[src/pkg/tof_cfg_pkg.sv]
package tof_cfg_pkg;

   // ---------------------------------------------------------------
   // bus geometry
   // ---------------------------------------------------------------
   localparam int          DATA_W      = 32;
   localparam int          ADDR_W      = 8;
   localparam int          IDX_W       = ADDR_W - 2;
   localparam int          SLOTS       = 3;
   localparam int          SLOT_W      = 2;

   // register indices, byte address is four times the index
   localparam logic [5:0]  IDX_CTRL    = 6'h00;
   localparam logic [5:0]  IDX_REG4    = 6'h04;
   localparam logic [5:0]  IDX_REG5    = 6'h05;

   localparam logic [1:0]  SLOT_CTRL   = 2'h0;
   localparam logic [1:0]  SLOT_REG4   = 2'h1;
   localparam logic [1:0]  SLOT_REG5   = 2'h2;

   localparam logic [1:0]  RESP_OKAY   = 2'h0;
   localparam logic [1:0]  RESP_SLVERR = 2'h2;

   // ---------------------------------------------------------------
   // reset values
   // ---------------------------------------------------------------
   localparam logic [31:0] CTRL_RST    = 32'h0000_0000;
   localparam logic [31:0] REG4_RST    = 32'h2000_0000;
   localparam logic [31:0] REG5_RST    = 32'h0000_0000;

   // ---------------------------------------------------------------
   // field layout
   // ---------------------------------------------------------------
   localparam int          CTRL_FW_BIT     = 0;
   localparam int          CTRL_ANALOG_BIT = 1;

   localparam int          TAG_LSB     = 0;
   localparam int          TAG_MSB     = 7;
   localparam int          HIT3_LSB    = 8;
   localparam int          HIT3_MSB    = 26;
   localparam int          PULSE_WIDTH_DISABLE_BIT  = 16;
   localparam int          EDGE_BIT    = 15;
   localparam int          PLUS_BIT    = 14;
   localparam int          MINUS_BIT   = 13;
   localparam int          COMPARATOR_OFFSET_TRIM_LSB    = 8;
   localparam int          COMPARATOR_OFFSET_TRIM_MSB    = 12;

   localparam int          BOTH_BIT    = 31;
   localparam int          UP_BIT      = 30;
   localparam int          DOWN_BIT    = 29;
   localparam int          NOISE_BIT   = 28;
   localparam int          PHN_DIS_BIT = 27;
   localparam int          REP_LSB     = 24;
   localparam int          REP_MSB     = 26;
   localparam int          PHREV_LSB   = 8;
   localparam int          PHREV_MSB   = 22;

   // extra comparator shift in mV, offset result width
   localparam int          COMPARATOR_OFFSET_TRIM_MV_W   = 7;
   localparam logic [6:0]  RANGE_SHIFT = 7'h14;

   // ---------------------------------------------------------------
   // carriers and states
   // ---------------------------------------------------------------
   typedef struct packed {
      logic        first_wave_mode;
      logic        stop_analog_sel;
      logic [18:0] hit3_stop_delay;
      logic        pulse_width_enable;
      logic        first_wave_edge_select;
      logic [6:0]  comparator_offset_mv;
      logic [7:0]  user_tag_reg4;
   } first_wave_cfg_s;

   typedef struct packed {
      logic        fire_up_enable;
      logic        fire_down_enable;
      logic        fire_down_invert;
      logic        start_noise_enable;
      logic        phase_noise_enable;
      logic [2:0]  fire_repeat;
      logic [14:0] per_pulse_phase_reverse;
      logic [7:0]  user_tag_reg5;
   } fire_cfg_s;

   typedef enum logic [0:0] {WR_IDLE, WR_RESP} wr_state_e;
   typedef enum logic [1:0] {RD_IDLE, RD_FETCH, RD_RESP} rd_state_e;

endpackage : tof_cfg_pkg

[src/rtl/cfg_word_store.sv]
`timescale 1ns/1ns
module cfg_word_store #(
   parameter int                      WORDS = 3,
   parameter int                      W     = 32,
   parameter logic [WORDS*W-1:0]      RST   = '0
) (
   input  wire logic                  CLK_IN,
   input  wire logic                  SYS_RST_IN,
   input  wire logic                  WR_EN_IN,
   input  wire logic [1:0]            WR_IDX_IN,
   input  wire logic [W-1:0]          WR_DATA_IN,
   input  wire logic [W/8-1:0]        WR_STRB_IN,
   input  wire logic                  RD_EN_IN,
   input  wire logic [1:0]            RD_IDX_IN,
   output logic      [W-1:0]          RD_DATA_OUT,
   output logic      [WORDS*W-1:0]    WORDS_OUT
);
   typedef struct packed {
      logic [WORDS*W-1:0] mem;
      logic [W-1:0]       rd;
   } store_s;

   store_s s_q;
   store_s s_d;

   // ---------------------------------------------------------------
   // byte-lane write, registered read
   // ---------------------------------------------------------------
   always_comb begin
      s_d = s_q;
      for (int i = 0; i < W/8; i++) begin
         if (WR_EN_IN && WR_STRB_IN[i]) begin
            s_d.mem[WR_IDX_IN*W + i*8 +: 8] = WR_DATA_IN[i*8 +: 8];
         end
      end
      if (RD_EN_IN) begin
         s_d.rd = s_q.mem[RD_IDX_IN*W +: W];
      end
   end

   always_ff @(posedge CLK_IN) begin
      if (SYS_RST_IN) begin
         s_q <= '{mem: RST, rd: '0};
      end else begin
         s_q <= s_d;
      end
   end

   assign RD_DATA_OUT = s_q.rd;
   assign WORDS_OUT   = s_q.mem;

endmodule : cfg_word_store

[src/rtl/tof_firstwave_fire_config.sv]
`timescale 1ns/1ns
module tof_firstwave_fire_config (
   input  wire logic                                CLK_IN,
   input  wire logic                                SYS_RST_IN,
   input  wire logic [tof_cfg_pkg::ADDR_W-1:0]      S_AXI_AWADDR_IN,
   input  wire logic                                S_AXI_AWVALID_IN,
   output logic                                     S_AXI_AWREADY_OUT,
   input  wire logic [tof_cfg_pkg::DATA_W-1:0]      S_AXI_WDATA_IN,
   input  wire logic [tof_cfg_pkg::DATA_W/8-1:0]    S_AXI_WSTRB_IN,
   input  wire logic                                S_AXI_WVALID_IN,
   output logic                                     S_AXI_WREADY_OUT,
   output logic [1:0]                               S_AXI_BRESP_OUT,
   output logic                                     S_AXI_BVALID_OUT,
   input  wire logic                                S_AXI_BREADY_IN,
   input  wire logic [tof_cfg_pkg::ADDR_W-1:0]      S_AXI_ARADDR_IN,
   input  wire logic                                S_AXI_ARVALID_IN,
   output logic                                     S_AXI_ARREADY_OUT,
   output logic [tof_cfg_pkg::DATA_W-1:0]           S_AXI_RDATA_OUT,
   output logic [1:0]                               S_AXI_RRESP_OUT,
   output logic                                     S_AXI_RVALID_OUT,
   input  wire logic                                S_AXI_RREADY_IN,
   output tof_cfg_pkg::first_wave_cfg_s             FIRST_WAVE_CFG_OUT,
   output tof_cfg_pkg::fire_cfg_s                   FIRE_CFG_OUT
);
   import tof_cfg_pkg::*;

   typedef struct packed {
      wr_state_e          wr_state;
      logic               awready;
      logic               wready;
      logic               aw_have;
      logic               w_have;
      logic               w_ok;
      logic [SLOT_W-1:0]  w_slot;
      logic [DATA_W-1:0]  wdata;
      logic [DATA_W/8-1:0] wstrb;
      logic               bvalid;
      logic [1:0]         bresp;
      rd_state_e          rd_state;
      logic               arready;
      logic               r_ok;
      logic               rvalid;
      logic [1:0]         rresp;
      logic [DATA_W-1:0]  rdata;
      first_wave_cfg_s    fw;
      fire_cfg_s          fire;
   } state_s;

   localparam state_s ST_RST = '{
      wr_state: WR_IDLE,
      awready:  1'b1,
      wready:   1'b1,
      aw_have:  1'b0,
      w_have:   1'b0,
      w_ok:     1'b0,
      w_slot:   SLOT_CTRL,
      wdata:    '0,
      wstrb:    '0,
      bvalid:   1'b0,
      bresp:    RESP_OKAY,
      rd_state: RD_IDLE,
      arready:  1'b1,
      r_ok:     1'b0,
      rvalid:   1'b0,
      rresp:    RESP_OKAY,
      rdata:    '0,
      fw:       '0,
      fire:     '0
   };

   state_s                   s_q;
   state_s                   s_d;
   logic                     st_wr_en;
   logic [SLOT_W-1:0]        st_wr_idx;
   logic                     st_rd_en;
   logic [SLOT_W-1:0]        st_rd_idx;
   logic [DATA_W-1:0]        st_rd_data;
   logic [SLOTS*DATA_W-1:0]  st_words;
   logic [DATA_W-1:0]        word_w [SLOTS];
   logic [DATA_W-1:0]        ctrl_w;
   logic [DATA_W-1:0]        reg4_w;
   logic [DATA_W-1:0]        reg5_w;

   // ---------------------------------------------------------------
   // address decode: {hit, slot}
   // ---------------------------------------------------------------
   function automatic logic [SLOT_W:0] slot_of(input logic [ADDR_W-1:0] a);
      logic [IDX_W-1:0] idx;
      logic             al;
      idx = a[ADDR_W-1:2];
      al  = (a[1:0] == 2'h0);
      if (al && idx == IDX_CTRL) begin
         return {1'b1, SLOT_CTRL};
      end else if (al && idx == IDX_REG4) begin
         return {1'b1, SLOT_REG4};
      end else if (al && idx == IDX_REG5) begin
         return {1'b1, SLOT_REG5};
      end
      return {1'b0, SLOT_CTRL};
   endfunction : slot_of

   // ---------------------------------------------------------------
   // register words
   // ---------------------------------------------------------------
   cfg_word_store #(
      .WORDS (SLOTS),
      .W     (DATA_W),
      .RST   ({REG5_RST, REG4_RST, CTRL_RST})
   ) u_store (
      .CLK_IN      (CLK_IN),
      .SYS_RST_IN  (SYS_RST_IN),
      .WR_EN_IN    (st_wr_en),
      .WR_IDX_IN   (st_wr_idx),
      .WR_DATA_IN  (s_q.wdata),
      .WR_STRB_IN  (s_q.wstrb),
      .RD_EN_IN    (st_rd_en),
      .RD_IDX_IN   (st_rd_idx),
      .RD_DATA_OUT (st_rd_data),
      .WORDS_OUT   (st_words)
   );

   // ---------------------------------------------------------------
   // per-slot word views
   // ---------------------------------------------------------------
   for (genvar g = 0; g < SLOTS; g++) begin : g_word
      assign word_w[g] = st_words[g*DATA_W +: DATA_W];
   end

   assign ctrl_w = word_w[SLOT_CTRL];
   assign reg4_w = word_w[SLOT_REG4];
   assign reg5_w = word_w[SLOT_REG5];

   // ---------------------------------------------------------------
   // next state
   // ---------------------------------------------------------------
   always_comb begin
      logic [SLOT_W:0]     hit;
      logic                fw_on;
      logic [COMPARATOR_OFFSET_TRIM_MV_W-1:0] off;
      hit       = '0;
      fw_on     = 1'b0;
      off       = '0;
      s_d       = s_q;
      st_wr_en  = 1'b0;
      st_wr_idx = s_q.w_slot;
      st_rd_en  = 1'b0;
      st_rd_idx = SLOT_CTRL;

      // ------------------------------------------------------------
      // write channel, address and data in either order
      // ------------------------------------------------------------
      unique case (s_q.wr_state)
         WR_IDLE: begin
            if (S_AXI_AWVALID_IN && s_q.awready) begin
               hit         = slot_of(S_AXI_AWADDR_IN);
               s_d.aw_have = 1'b1;
               s_d.awready = 1'b0;
               s_d.w_ok    = hit[SLOT_W];
               s_d.w_slot  = hit[SLOT_W-1:0];
            end
            if (S_AXI_WVALID_IN && s_q.wready) begin
               s_d.w_have = 1'b1;
               s_d.wready = 1'b0;
               s_d.wdata  = S_AXI_WDATA_IN;
               s_d.wstrb  = S_AXI_WSTRB_IN;
            end
            if (s_q.aw_have && s_q.w_have) begin
               st_wr_en     = s_q.w_ok;
               s_d.aw_have  = 1'b0;
               s_d.w_have   = 1'b0;
               s_d.bvalid   = 1'b1;
               s_d.bresp    = s_q.w_ok ? RESP_OKAY : RESP_SLVERR;
               s_d.wr_state = WR_RESP;
            end
         end
         WR_RESP: begin
            if (S_AXI_BREADY_IN) begin
               s_d.bvalid   = 1'b0;
               s_d.awready  = 1'b1;
               s_d.wready   = 1'b1;
               s_d.wr_state = WR_IDLE;
            end
         end
      endcase

      // ------------------------------------------------------------
      // read channel
      // ------------------------------------------------------------
      unique case (s_q.rd_state)
         RD_IDLE: begin
            if (S_AXI_ARVALID_IN) begin
               hit          = slot_of(S_AXI_ARADDR_IN);
               st_rd_en     = hit[SLOT_W];
               st_rd_idx    = hit[SLOT_W-1:0];
               s_d.r_ok     = hit[SLOT_W];
               s_d.arready  = 1'b0;
               s_d.rd_state = RD_FETCH;
            end
         end
         RD_FETCH: begin
            s_d.rdata    = s_q.r_ok ? st_rd_data : '0;
            s_d.rresp    = s_q.r_ok ? RESP_OKAY : RESP_SLVERR;
            s_d.rvalid   = 1'b1;
            s_d.rd_state = RD_RESP;
         end
         RD_RESP: begin
            if (S_AXI_RREADY_IN) begin
               s_d.rvalid   = 1'b0;
               s_d.arready  = 1'b1;
               s_d.rd_state = RD_IDLE;
            end
         end
         default: begin
            s_d.rd_state = RD_IDLE;
            s_d.arready  = 1'b1;
            s_d.rvalid   = 1'b0;
         end
      endcase

      // ------------------------------------------------------------
      // first-wave / hit-3 decode
      // ------------------------------------------------------------
      fw_on = ctrl_w[CTRL_FW_BIT];
      s_d.fw.first_wave_mode = fw_on;
      s_d.fw.stop_analog_sel = ctrl_w[CTRL_ANALOG_BIT];
      s_d.fw.hit3_stop_delay = fw_on ? '0 : reg4_w[HIT3_MSB:HIT3_LSB];
      s_d.fw.pulse_width_enable = fw_on & ~reg4_w[PULSE_WIDTH_DISABLE_BIT];
      s_d.fw.first_wave_edge_select = fw_on & reg4_w[EDGE_BIT];
      off = {{(COMPARATOR_OFFSET_TRIM_MV_W-(COMPARATOR_OFFSET_TRIM_MSB-COMPARATOR_OFFSET_TRIM_LSB+1)){reg4_w[COMPARATOR_OFFSET_TRIM_MSB]}},
             reg4_w[COMPARATOR_OFFSET_TRIM_MSB:COMPARATOR_OFFSET_TRIM_LSB]};
      if (reg4_w[PLUS_BIT]) begin
         off = off + RANGE_SHIFT;
      end
      if (reg4_w[MINUS_BIT]) begin
         off = off - RANGE_SHIFT;
      end
      s_d.fw.comparator_offset_mv = fw_on ? off : '0;
      s_d.fw.user_tag_reg4 = reg4_w[TAG_MSB:TAG_LSB];

      // ------------------------------------------------------------
      // fire pulse generator decode
      // ------------------------------------------------------------
      s_d.fire.fire_up_enable   = reg5_w[UP_BIT] | reg5_w[BOTH_BIT];
      s_d.fire.fire_down_enable = reg5_w[DOWN_BIT] | reg5_w[BOTH_BIT];
      s_d.fire.fire_down_invert = reg5_w[BOTH_BIT];
      s_d.fire.start_noise_enable = reg5_w[NOISE_BIT];
      s_d.fire.phase_noise_enable = ~reg5_w[PHN_DIS_BIT];
      s_d.fire.fire_repeat = reg5_w[REP_MSB:REP_LSB];
      s_d.fire.per_pulse_phase_reverse = reg5_w[PHREV_MSB:PHREV_LSB];
      s_d.fire.user_tag_reg5 = reg5_w[TAG_MSB:TAG_LSB];
   end

   // ---------------------------------------------------------------
   // state register
   // ---------------------------------------------------------------
   always_ff @(posedge CLK_IN) begin
      if (SYS_RST_IN) begin
         s_q <= ST_RST;
      end else begin
         s_q <= s_d;
      end
   end

   // ---------------------------------------------------------------
   // bus outputs
   // ---------------------------------------------------------------
   assign S_AXI_AWREADY_OUT  = s_q.awready;
   assign S_AXI_WREADY_OUT   = s_q.wready;
   assign S_AXI_BVALID_OUT   = s_q.bvalid;
   assign S_AXI_BRESP_OUT    = s_q.bresp;
   assign S_AXI_ARREADY_OUT  = s_q.arready;
   assign S_AXI_RVALID_OUT   = s_q.rvalid;
   assign S_AXI_RRESP_OUT    = s_q.rresp;
   assign S_AXI_RDATA_OUT    = s_q.rdata;

   // ---------------------------------------------------------------
   // configuration outputs
   // ---------------------------------------------------------------
   assign FIRST_WAVE_CFG_OUT = s_q.fw;
   assign FIRE_CFG_OUT       = s_q.fire;

endmodule : tof_firstwave_fire_config
[config.mk]
export PLATFORM = sky130hd
export DESIGN_NAME = tof_firstwave_fire_config
export DESIGN_NICKNAME = d
export VERILOG_FILES = /design/src/pkg/tof_cfg_pkg.sv /design/src/rtl/cfg_word_store.sv /design/src/rtl/tof_firstwave_fire_config.sv
export SDC_FILE = /design/constraint.sdc
export NUM_CORES = 1
export LEC_CHECK = 0
export BUFFER_PORTS_ARGS = -buffer_cell sky130_fd_sc_hd__buf_4
export CAP_MARGIN = 10
export CELL_PAD_IN_SITES_DETAIL_PLACEMENT = 0
export CELL_PAD_IN_SITES_GLOBAL_PLACEMENT = 2
export CORE_MARGIN = 5
export CORE_UTILIZATION = 35
export CTS_BUF_LIST = sky130_fd_sc_hd__clkbuf_8
export DETAILED_ROUTE_END_ITERATION = 7
export PLACE_DENSITY = 0.8
export SLEW_MARGIN = 20
export SYNTH_ARGS = -nofsm -noshare
export SYNTH_HDL_FRONTEND = slang
export SYNTH_SLANG_ARGS = --single-unit
[constraint.sdc]
create_clock -name CLK_IN -period 2.05 [get_ports CLK_IN]
set_input_delay 0.3075 -clock CLK_IN [delete_from_list [all_inputs] [get_ports CLK_IN]]
set_output_delay 0.3075 -clock CLK_IN [all_outputs]
set_load 0.005 [all_outputs]
Yosys cells after proc, flatten, opt, wreduce, memory -nomap -nowiden
Index checks and enable logic that the tools add are counted.

Bits in registers: 283. Input port bits: 59.

$add $sub $neg: 9. Eq/ne operators: 12. Shift operators: 9. Mux-type cells: 54. Bitwise operators: 10. Reductions and logical operators: 34.

Operators by type and width (number): bitwise mux 96 bit (4); two-way mux 96 bit (4); variable shift 8 x 34 -> 96 bit, first input constant (4); variable part select 8 x 34 -> 96 bit (4); negation 32 -> 34 bit (3); variable part select 96 x 8 -> 32 bit (1); negation 7 -> 34 bit (1); two-way mux 3 bit (11); two-way mux 32 bit (1); == test 6 x 3 -> 1 bit, second input constant (4); AND reduction 2 bit (11); two-way mux 1 bit (21); adder 7 x 5 -> 8 bit, second input constant (2); two-way mux 7 bit (2); logical AND 1 bit (13); logical NOT 6 bit (2); inequality test 2 bit, second input constant (6); two-way mux 2 bit (5); adder 7 x 4 -> 8 bit, second input constant (1); adder 5 x 6 -> 7 bit, second input constant (1); subtractor 7 x 5 -> 7 bit, second input constant (1); logical NOT 2 bit (3); NOT 1 bit (6); case mux 1 bit (3 select lines) (2); other kinds (11) (15).

Logic depth before layout (Yosys ltp)
Gate-level depths: netlist of the first run.

Word-level depth: 11. Mapped depth: 8.

Hierarchy
A second synthesis of the first run with hierarchy kept.

Cells, all modules: 1286. Area, all modules: 11422.2 um^2.

By module, submodules not included: tof_firstwave_fire_config (times used 1, cells an instance 663, area an instance 5894.4 um^2, seq. area each 3062.9 um^2); cfg_word_store (times used 1, cells an instance 623, area an instance 5527.8 um^2, seq. area each 2562.5 um^2).

Worst setup path after synthesis of the first run
Ideal clock, no wire load.

Path kind: reg2reg. Start point: register s_q (netlist bit st_wr_idx[0]). End point: register u_store.s_q (netlist bit u_store.WORDS_OUT[0]). Library setup time: 0.074 ns. Arrival time: 1.715 ns. Setup slack: 0.261 ns. Stages on the path, launching flop included: 7. Buffers on the path: 0. Clock period less this slack: 1.789 ns. Cells stage by stage: dfxtp_1 > inv_1 > ha_1 > nor3b_1 > nor2b_1 > nand3_1 > o21ai_0.

Word-level cells in the longest chain between the ends: 10. Elaborated cells between the ends (all ways): 23. Those cells by class: add/sub (7); shift (8); mux (8).

RTL lines: from (decl) (RTL line tof_firstwave_fire_config.sv:71) `state_s s_q;`; from (signal assigned) (RTL line tof_firstwave_fire_config.sv:258) `s_q <= ST_RST;`; from (signal assigned) (RTL line tof_firstwave_fire_config.sv:260) `s_q <= s_d;`; parallel branches: the longest is 9 deep, another holds negation 32 -> 34 bit; two-way mux 96 bit * (RTL line cfg_word_store.sv:32) `if (WR_EN_IN && WR_STRB_IN[i]) begin`; to (signal assigned) (RTL line cfg_word_store.sv:43) `s_q <= '{mem: RST, rd: '0};`; to (decl) (RTL line cfg_word_store.sv:23) `store_s s_q;`.

Mark *: on every way between the ends. A chain may end at the register's enable or synchronous reset.

Final worst setup path of the first run
Start point: register s_q[154] (netlist bit). End point: register u_store.s_q (netlist bit u_store.WORDS_OUT[80]).

Word-level cells in the longest chain between the ends: 9. Elaborated cells between the ends (all ways): 12. Those cells by class: mux (8); reduce/logical (4).

RTL lines: two-way mux 1 bit * (RTL line tof_firstwave_fire_config.sv:152) `unique case (s_q.wr_state)`; logical AND 1 bit (RTL line cfg_word_store.sv:32); two-way mux 96 bit (RTL line cfg_word_store.sv:32); bitwise mux 96 bit (RTL line cfg_word_store.sv:33) `s_d.mem[WR_IDX_IN*W + i*8 +: 8] = WR_DATA_IN[i*8 +: 8];`; two-way mux 96 bit (RTL line cfg_word_store.sv:32); bitwise mux 96 bit (RTL line cfg_word_store.sv:33); two-way mux 96 bit (RTL line cfg_word_store.sv:32); bitwise mux 96 bit (RTL line cfg_word_store.sv:33); two-way mux 96 bit * (RTL line cfg_word_store.sv:32).

Every way passes the cells marked *; elsewhere a longest branch is shown, timed or not.

==> results.toml, run 1 <==
[global_routing]
grt_first_pass_wirelength_mm = 49.09
grt.total_usage_pct = 16.95
grt_max_degree = 89
met1_usage_pct = 25.46
gr-total-overflow = 0
grt_pass1_vias = 8744
antenna_found_initial = 0
met2_usage_pct = 24.71
gr-usage-met3_pct = 3.555
busiest_layer = "met1"

[route]
first_pass_iters = 5
routed_via_density = 4.747
drc = 0
vias = 8824
first_iter_violations = 459
wl_per_cell_um = 16.38
ant_nets = 0
finalWirelength_mm = 30.45

[power]
leakagePower_nw = 5.088
swShare_pct = 22.96
fin_total_pwr_mw = 10.94
intPower_mw = 8.431
p_clk_share_pct = 44.5
comb_power_share_pct = 4.4
ir_drop_v = 0.0003477
p_per_area_mw_per_mm2 = 828.9
p_seq_share_pct = 51.1
p_switching_mw = 2.513

[worst_setup_path]
cpLargestDelayFamily = "compound AO/OA/AOI/OAI gates"
crit_type = "register to register"
cp.required_ns = 2.54
reg2reg_depth = 4
crit_buf_inv = 0
cp-start-kind = "register"
cp_slowest_cell = "a21oi_1"
cp-end-kind = "register"
worstPathArrival_ns = 2.19
cpPeakStageDelay_ns = 0.57
path_depth = 4
critPathMaxFanout = 7
worstPathCellList = "and3b_1 -> and3_1 -> a21oi_1 -> a22o_1"

[logic_synthesis]
syn-cell-area_mm2 = 0.01110
avgSynthCellArea_um2 = 8.250
yosysUniqueCellTypes = 48
synth_warnings = 0
synth_top_area_share_pct = 50.70
ys_ff_latch = 281
synth_cells = 1345
yosysTopAreaCell = "dfxtp_1"
synth_top_flop_cell = "dfxtp_1"
synth_edf_count = 0
synth.area.top_cells = "dfxtp_1 51%, nand2_1 10%, a21oi_1 7.7%"
async_reset_ff_share_pct = 0
yosysSeqAreaShare_pct = 50.70

[die]
die_w_um = 188.1
start_util_pct = 35.34
die_h_um = 188.1
io_pins = 169
core-area_mm2 = 0.03139
rows = 65
fp.dieArea_mm2 = 0.03536

[sta]
rsz0062_at_grt = "no"
slew_headroom_pct = 56.41
max_freq_mhz = 588.7
setup_viol = 0
final.setup_skew_ns = 0.01739
hold_viol_final = 0
slew_viol_final = 0
hold-worst-slack_ns = 0.02918
fin_crit_ns = 1.699
tightest_slew_ns = 0.6539
fin_tns_setup_ns = 0
fin_crit_sh_pct = 82.87

[placed_design]
numPortBuffers = 166
dp_cells = 1753
place.gp.congestion = 0.7715
dp_hpwl_mm = 21.20

[clock_tree]
clockRootBuffer = "clkbuf_8"
clk_pin_slew_ns = 0.06
cts_resized = 0
clock_latency_ns = 0.55
cts_setup_buffers = 0
htreeDepth = 2
cts_sinks = 281
clockBufferDepth = 3
cts_tree = "done"
cts_buffers = 48

[outcome]
status = "finished clean"

[cells_and_area]
layout-drive-gt1-share_pct = 18.87
syn2layout_area_growth_pct = 18.99
insertedDiodeCount = 0
instances_no_fill = 1859
fillerInstances = 3283
nNetsFinal = 1489

[min_path]
hold_path_class = "input pin to register"
hold_depth = 3

[job]
drv_cap = 0
==> power by group through the flow <==
stage | Combinational (mW) | Sequential [mW] | Clock, mW
after global placement | 0.457 | 5.71 | 0
after detailed placement | 0.457 | 5.71 | 0
final | 0.483 | 5.59 | 4.87
after floorplan | 0.242 | 5.68 | 0
after global routing | 0.536 | 5.59 | 5.29
after CTS | 0.490 | 5.59 | 5.03
==> synthesized netlist by cell type (8+ instances only) <==
cell type / instances
and2_1: 26
dfxtp_1: 281
nand2_1: 305
inv_1: 21
buf_4: 106
nor3_1: 8
buf_2: 13
nor2_1: 32
nand2b_1: 21
ha_1: 8
nor2b_1: 28
nand3_1: 132
clkbuf_1: 68
o211ai_1: 34
o21ai_0: 22
a21oi_1: 170
o21ai_1: 8
==> cell usage in the layout (no fill, tap or decap), drive strengths merged, types with 2 or more instances in the layout <==
cell         count
a211oi           2
a21oi          170
a22o             7
a31oi            2
and2            30
and2b            2
and3             9
and3b            2
buf            199
clkbuf          59
clkinv           2
conb             2
dfxtp          281
dlygate4sd3     21
ha               8
inv             44
nand2          306
nand2b          21
nand3          132
nor2            32
nor2b           28
nor3             8
nor3b            3
nor4             3
o211ai          34
o21ai           30
o21bai           2
o31ai            2
xnor2            4
==> tightest hold or removal path, cell delays in order <==
cell,delay [ns]
buf_4,0.11
nand2_1,0.05
a21oi_1,0.05
==> cell families after synthesis <==
kind of cell / synth area share (%)
buf+inv: 11.25
other cells: 0.03380
xor+xnor: 0.3157
compound gates: 12.55
mux: 0.09022
simple gates: 24.15
flops: 50.70
fa+ha+maj: 0.9022
==> path summary, 6_finish.rpt <==
kind | endpoint | start | slack [ns]
max | u_store.WORDS_OUT[80]$_SDFFE_PP0P_ | s_q[154]$_SDFF_PP0_ | 0.35
min | s_q[112]$_SDFFE_PP0P_ | S_AXI_WSTRB_IN[1] | 0.03
max reg2reg | u_store.WORDS_OUT[80]$_SDFFE_PP0P_ | s_q[154]$_SDFF_PP0_ | 0.35
min reg2reg | u_store.WORDS_OUT[23]$_SDFFE_PP0P_ | u_store.WORDS_OUT[23]$_SDFFE_PP0P_ | 0.45
==> stage by stage <==
stage	util, %	cell area [um^2]	worst slack (ns)
finish	42.06	13200	0.3512
global placement	38.40	12050	0.1678
floorplan	-	11100	0.2610
CTS	42.06	13200	0.3208
detailed placement	38.40	12050	0.1955
global route	42.06	13200	0.1264
==> registers in the layout (all words and copies together), names as in the netlist <==
name                 flops
FIRE_CFG_OUT            31
u_store.WORDS_OUT       96
S_AXI_RRESP_OUT          1
S_AXI_AWREADY_OUT        1
S_AXI_RVALID_OUT         1
st_wr_idx                2
u_store.RD_DATA_OUT     32
S_AXI_ARREADY_OUT        1
S_AXI_BRESP_OUT          1
S_AXI_WREADY_OUT         1
S_AXI_BVALID_OUT         1
s_q                     43
S_AXI_RDATA_OUT         32
FIRST_WAVE_CFG_OUT      38
==> metal layers <==
| layer | routed length [um] | up-vias |
|---|---|---|
| li1 | - | 4535 |
| met1 | 15460 | 4011 |
| met4 | 631 | 0 |
| met3 | 1709 | 44 |
| met2 | 12650 | 234 |
| met5 | 0 | - |
==> timing repair <==
action	CTS	global route
setup endpoints to repair	0	0
hold buffers	21	0
endpoints found under the hold margin	21	0
==> layout make-up <==
type	count	area, um^2	area share (%)
Sequential cell	281	5625	42.61
Multi-Input combinational cell	850	4249	32.18
Timing Repair Buffer	220	1808	13.69
Clock buffer	59	812.0	6.150
Tap cell	402	503.0	3.810
Clock inverter	26	126.4	0.9572
Inverter	21	78.83	0.5970
(Power assumes the default switching activity.)
==> run 2: changes to the inputs <==
==> constraint.sdc (replaced) <==
create_clock -name CLK_IN -period 1.7 [get_ports CLK_IN]
set_input_delay 0.255 -clock CLK_IN [delete_from_list [all_inputs] [get_ports CLK_IN]]
set_output_delay 0.255 -clock CLK_IN [all_outputs]
set_load 0.005 [all_outputs]
==> run 2 against run 1 <==
Power grew 23%. Combinational power grew 35%. Fmax grew 4.0%. Worst setup slack lost 0.29 ns. Utilization grew 1.5 points. Sequential power grew 21%. Clock power grew 25%. Clock skew grew 0.0017 ns. Register-to-register slack lost 0.29 ns. Cell count grew 2.1%. First-iteration DRC count grew 8.7%. Non-clock buffer count grew 35.
==> results.toml, run 2 (synthesis results as in run 1) <==
[outcome]
status = "finished clean"

[job]
drv_cap = 0

[clock_tree]
clockBufferDepth = 3
htreeDepth = 2
cts_tree = "done"
cts_buffers = 48
clockRootBuffer = "clkbuf_8"
clk_pin_slew_ns = 0.06
cts_sinks = 281
clock_latency_ns = 0.56

[worst_setup_path]
cp-end-kind = "register"
worstPathArrival_ns = 2.08
cp.required_ns = 2.14
critPathMaxFanout = 9
crit_type = "register to register"
cp-start-kind = "register"

[power]
leakagePower_nw = 5.282
p_clk_share_pct = 45.1
comb_power_share_pct = 4.9
ir_drop_v = 0.0004623
swShare_pct = 23.42
fin_total_pwr_mw = 13.47
p_per_area_mw_per_mm2 = 986.2
p_switching_mw = 3.156
p_seq_share_pct = 50.0
intPower_mw = 10.32

[die]
die_w_um = 188.1
rows = 65
die_h_um = 188.1
core-area_mm2 = 0.03139
fp.dieArea_mm2 = 0.03536
start_util_pct = 35.34
io_pins = 169

[sta]
fin_crit_ns = 1.634
fin_tns_setup_ns = 0
max_freq_mhz = 612.0
slew_viol_final = 0
fin_crit_sh_pct = 96.12
rsz0062_at_grt = "yes"
hold_viol_final = 0
final.setup_skew_ns = 0.01909
setup_viol = 0

[placed_design]
placed_cell_area_mm2 = 0.01222
place.gp.congestion = 0.7801
numPortBuffers = 166
dp_hpwl_mm = 21.09

[global_routing]
antenna_found_initial = 1
grt.total_usage_pct = 17.22
grt_max_degree = 106
grt_first_pass_wirelength_mm = 49.85
grt_pass1_vias = 8873
gr-total-overflow = 0

[route]
vias = 8990
first_pass_iters = 5
ant_nets = 0
routed_via_density = 4.737
finalWirelength_mm = 31.10
first_iter_violations = 499
wl_per_cell_um = 16.39
drc = 0

[cells_and_area]
insertedDiodeCount = 0
layout-drive-gt1-share_pct = 20.86
layout_common_cells = "305 x nand2_1, 280 x dfxtp_1, 202 x buf_4"
nNetsFinal = 1524
largest_reg_flops = 96
final_area_mm2 = 0.01366
fillerInstances = 3254
seq_area_mm2 = 0.005627
syn2layout_area_growth_pct = 23.13
post-route-util_pct = 43.52
final_common_cell = "nand2_1"
multi_input_area_mm2 = 0.004282

[min_path]
hold_path_class = "input pin to register"
[run 2: changes by cell type in the layout (fill, tap and decap cells not counted), sizes merged]
cell / delta
dlygate4sd3: +18
clkinvlp: +2
inv: -5
buf: +16
clkbuf: +6
bufinv: -1
clkinv: +3
[run 2: metrics by stage]
stage	setup slack [ns]	hold slack, ns	instances
2_1_floorplan	0.02962	0.3910	1346
3_3_place_gp	-0.07809	0.4381	1768
3_5_place_dp	-0.1082	0.4387	1768
4_1_cts	0.01015	0.002395	1896
5_1_grt	-0.003557	0.01342	1898
6_report	0.06599	0.03688	1898
[run 2: per-layer routing]
metal  up-vias  routed length (um)  GRT usage (%)  share of wire, %
li1       4594                   -              -                 -
met1      4115               15680          25.44                50
met2       229               13140          25.49                42
met3        52                1743          3.760               5.6
met4         0                 533          4.320               1.7
met5         -                   0              0                 0
[run 2: power groups by stage]
stage               Sequential (mW)  Combinational (mW)  Clock [mW]
floorplan                      6.85               0.292           0
CTS                            6.74               0.646        6.27
detailed placement             6.88               0.572           0
global route                   6.75               0.723        6.62
global placement               6.88               0.569           0
finish                         6.74               0.654        6.08
[run 2: path summary, 6_finish.rpt]
path,startpoint,end,slack [ns],cells after the start
worst max-delay path,st_wr_idx[0]$_SDFFE_PP0P_,u_store.WORDS_OUT[61]$_SDFFE_PP1P_,0.07,5
worst min-delay path,S_AXI_RREADY_IN,s_q[107]$_SDFFE_PP0P_,0.04,4
worst max register to register,st_wr_idx[0]$_SDFFE_PP0P_,u_store.WORDS_OUT[61]$_SDFFE_PP1P_,0.07,5
worst min register to register,S_AXI_RDATA_OUT[13]$_SDFFE_PP0P_,S_AXI_RDATA_OUT[13]$_SDFFE_PP0P_,0.45,2
[run 2: critical path: stages, from the launching register on]
cell and delay [ns]:
dfxtp_2 0.32, buf_4 0.17, ha_1 0.30, buf_4 0.16
nand2_1 0.22, a211o_1 0.36
[run 2: what timing repair did]
item                       CTS  global route
hold endpoints to repair    43             0
setup endpoints to repair    4            37
gates resized for setup      2             8
buffers inserted             0             1
gates cloned                 0             1
pin swaps                    0             1
hold buffers                39             0
[run 2: final cells by class]
type,instances,share of cell area [%]
clock buffer,64,6.447
tap,402,3.682
clock inverter,25,0.7876
multi-input combinational,850,31.34
inverter,21,0.5770
sequential,281,41.18
timing repair buffer,255,15.98
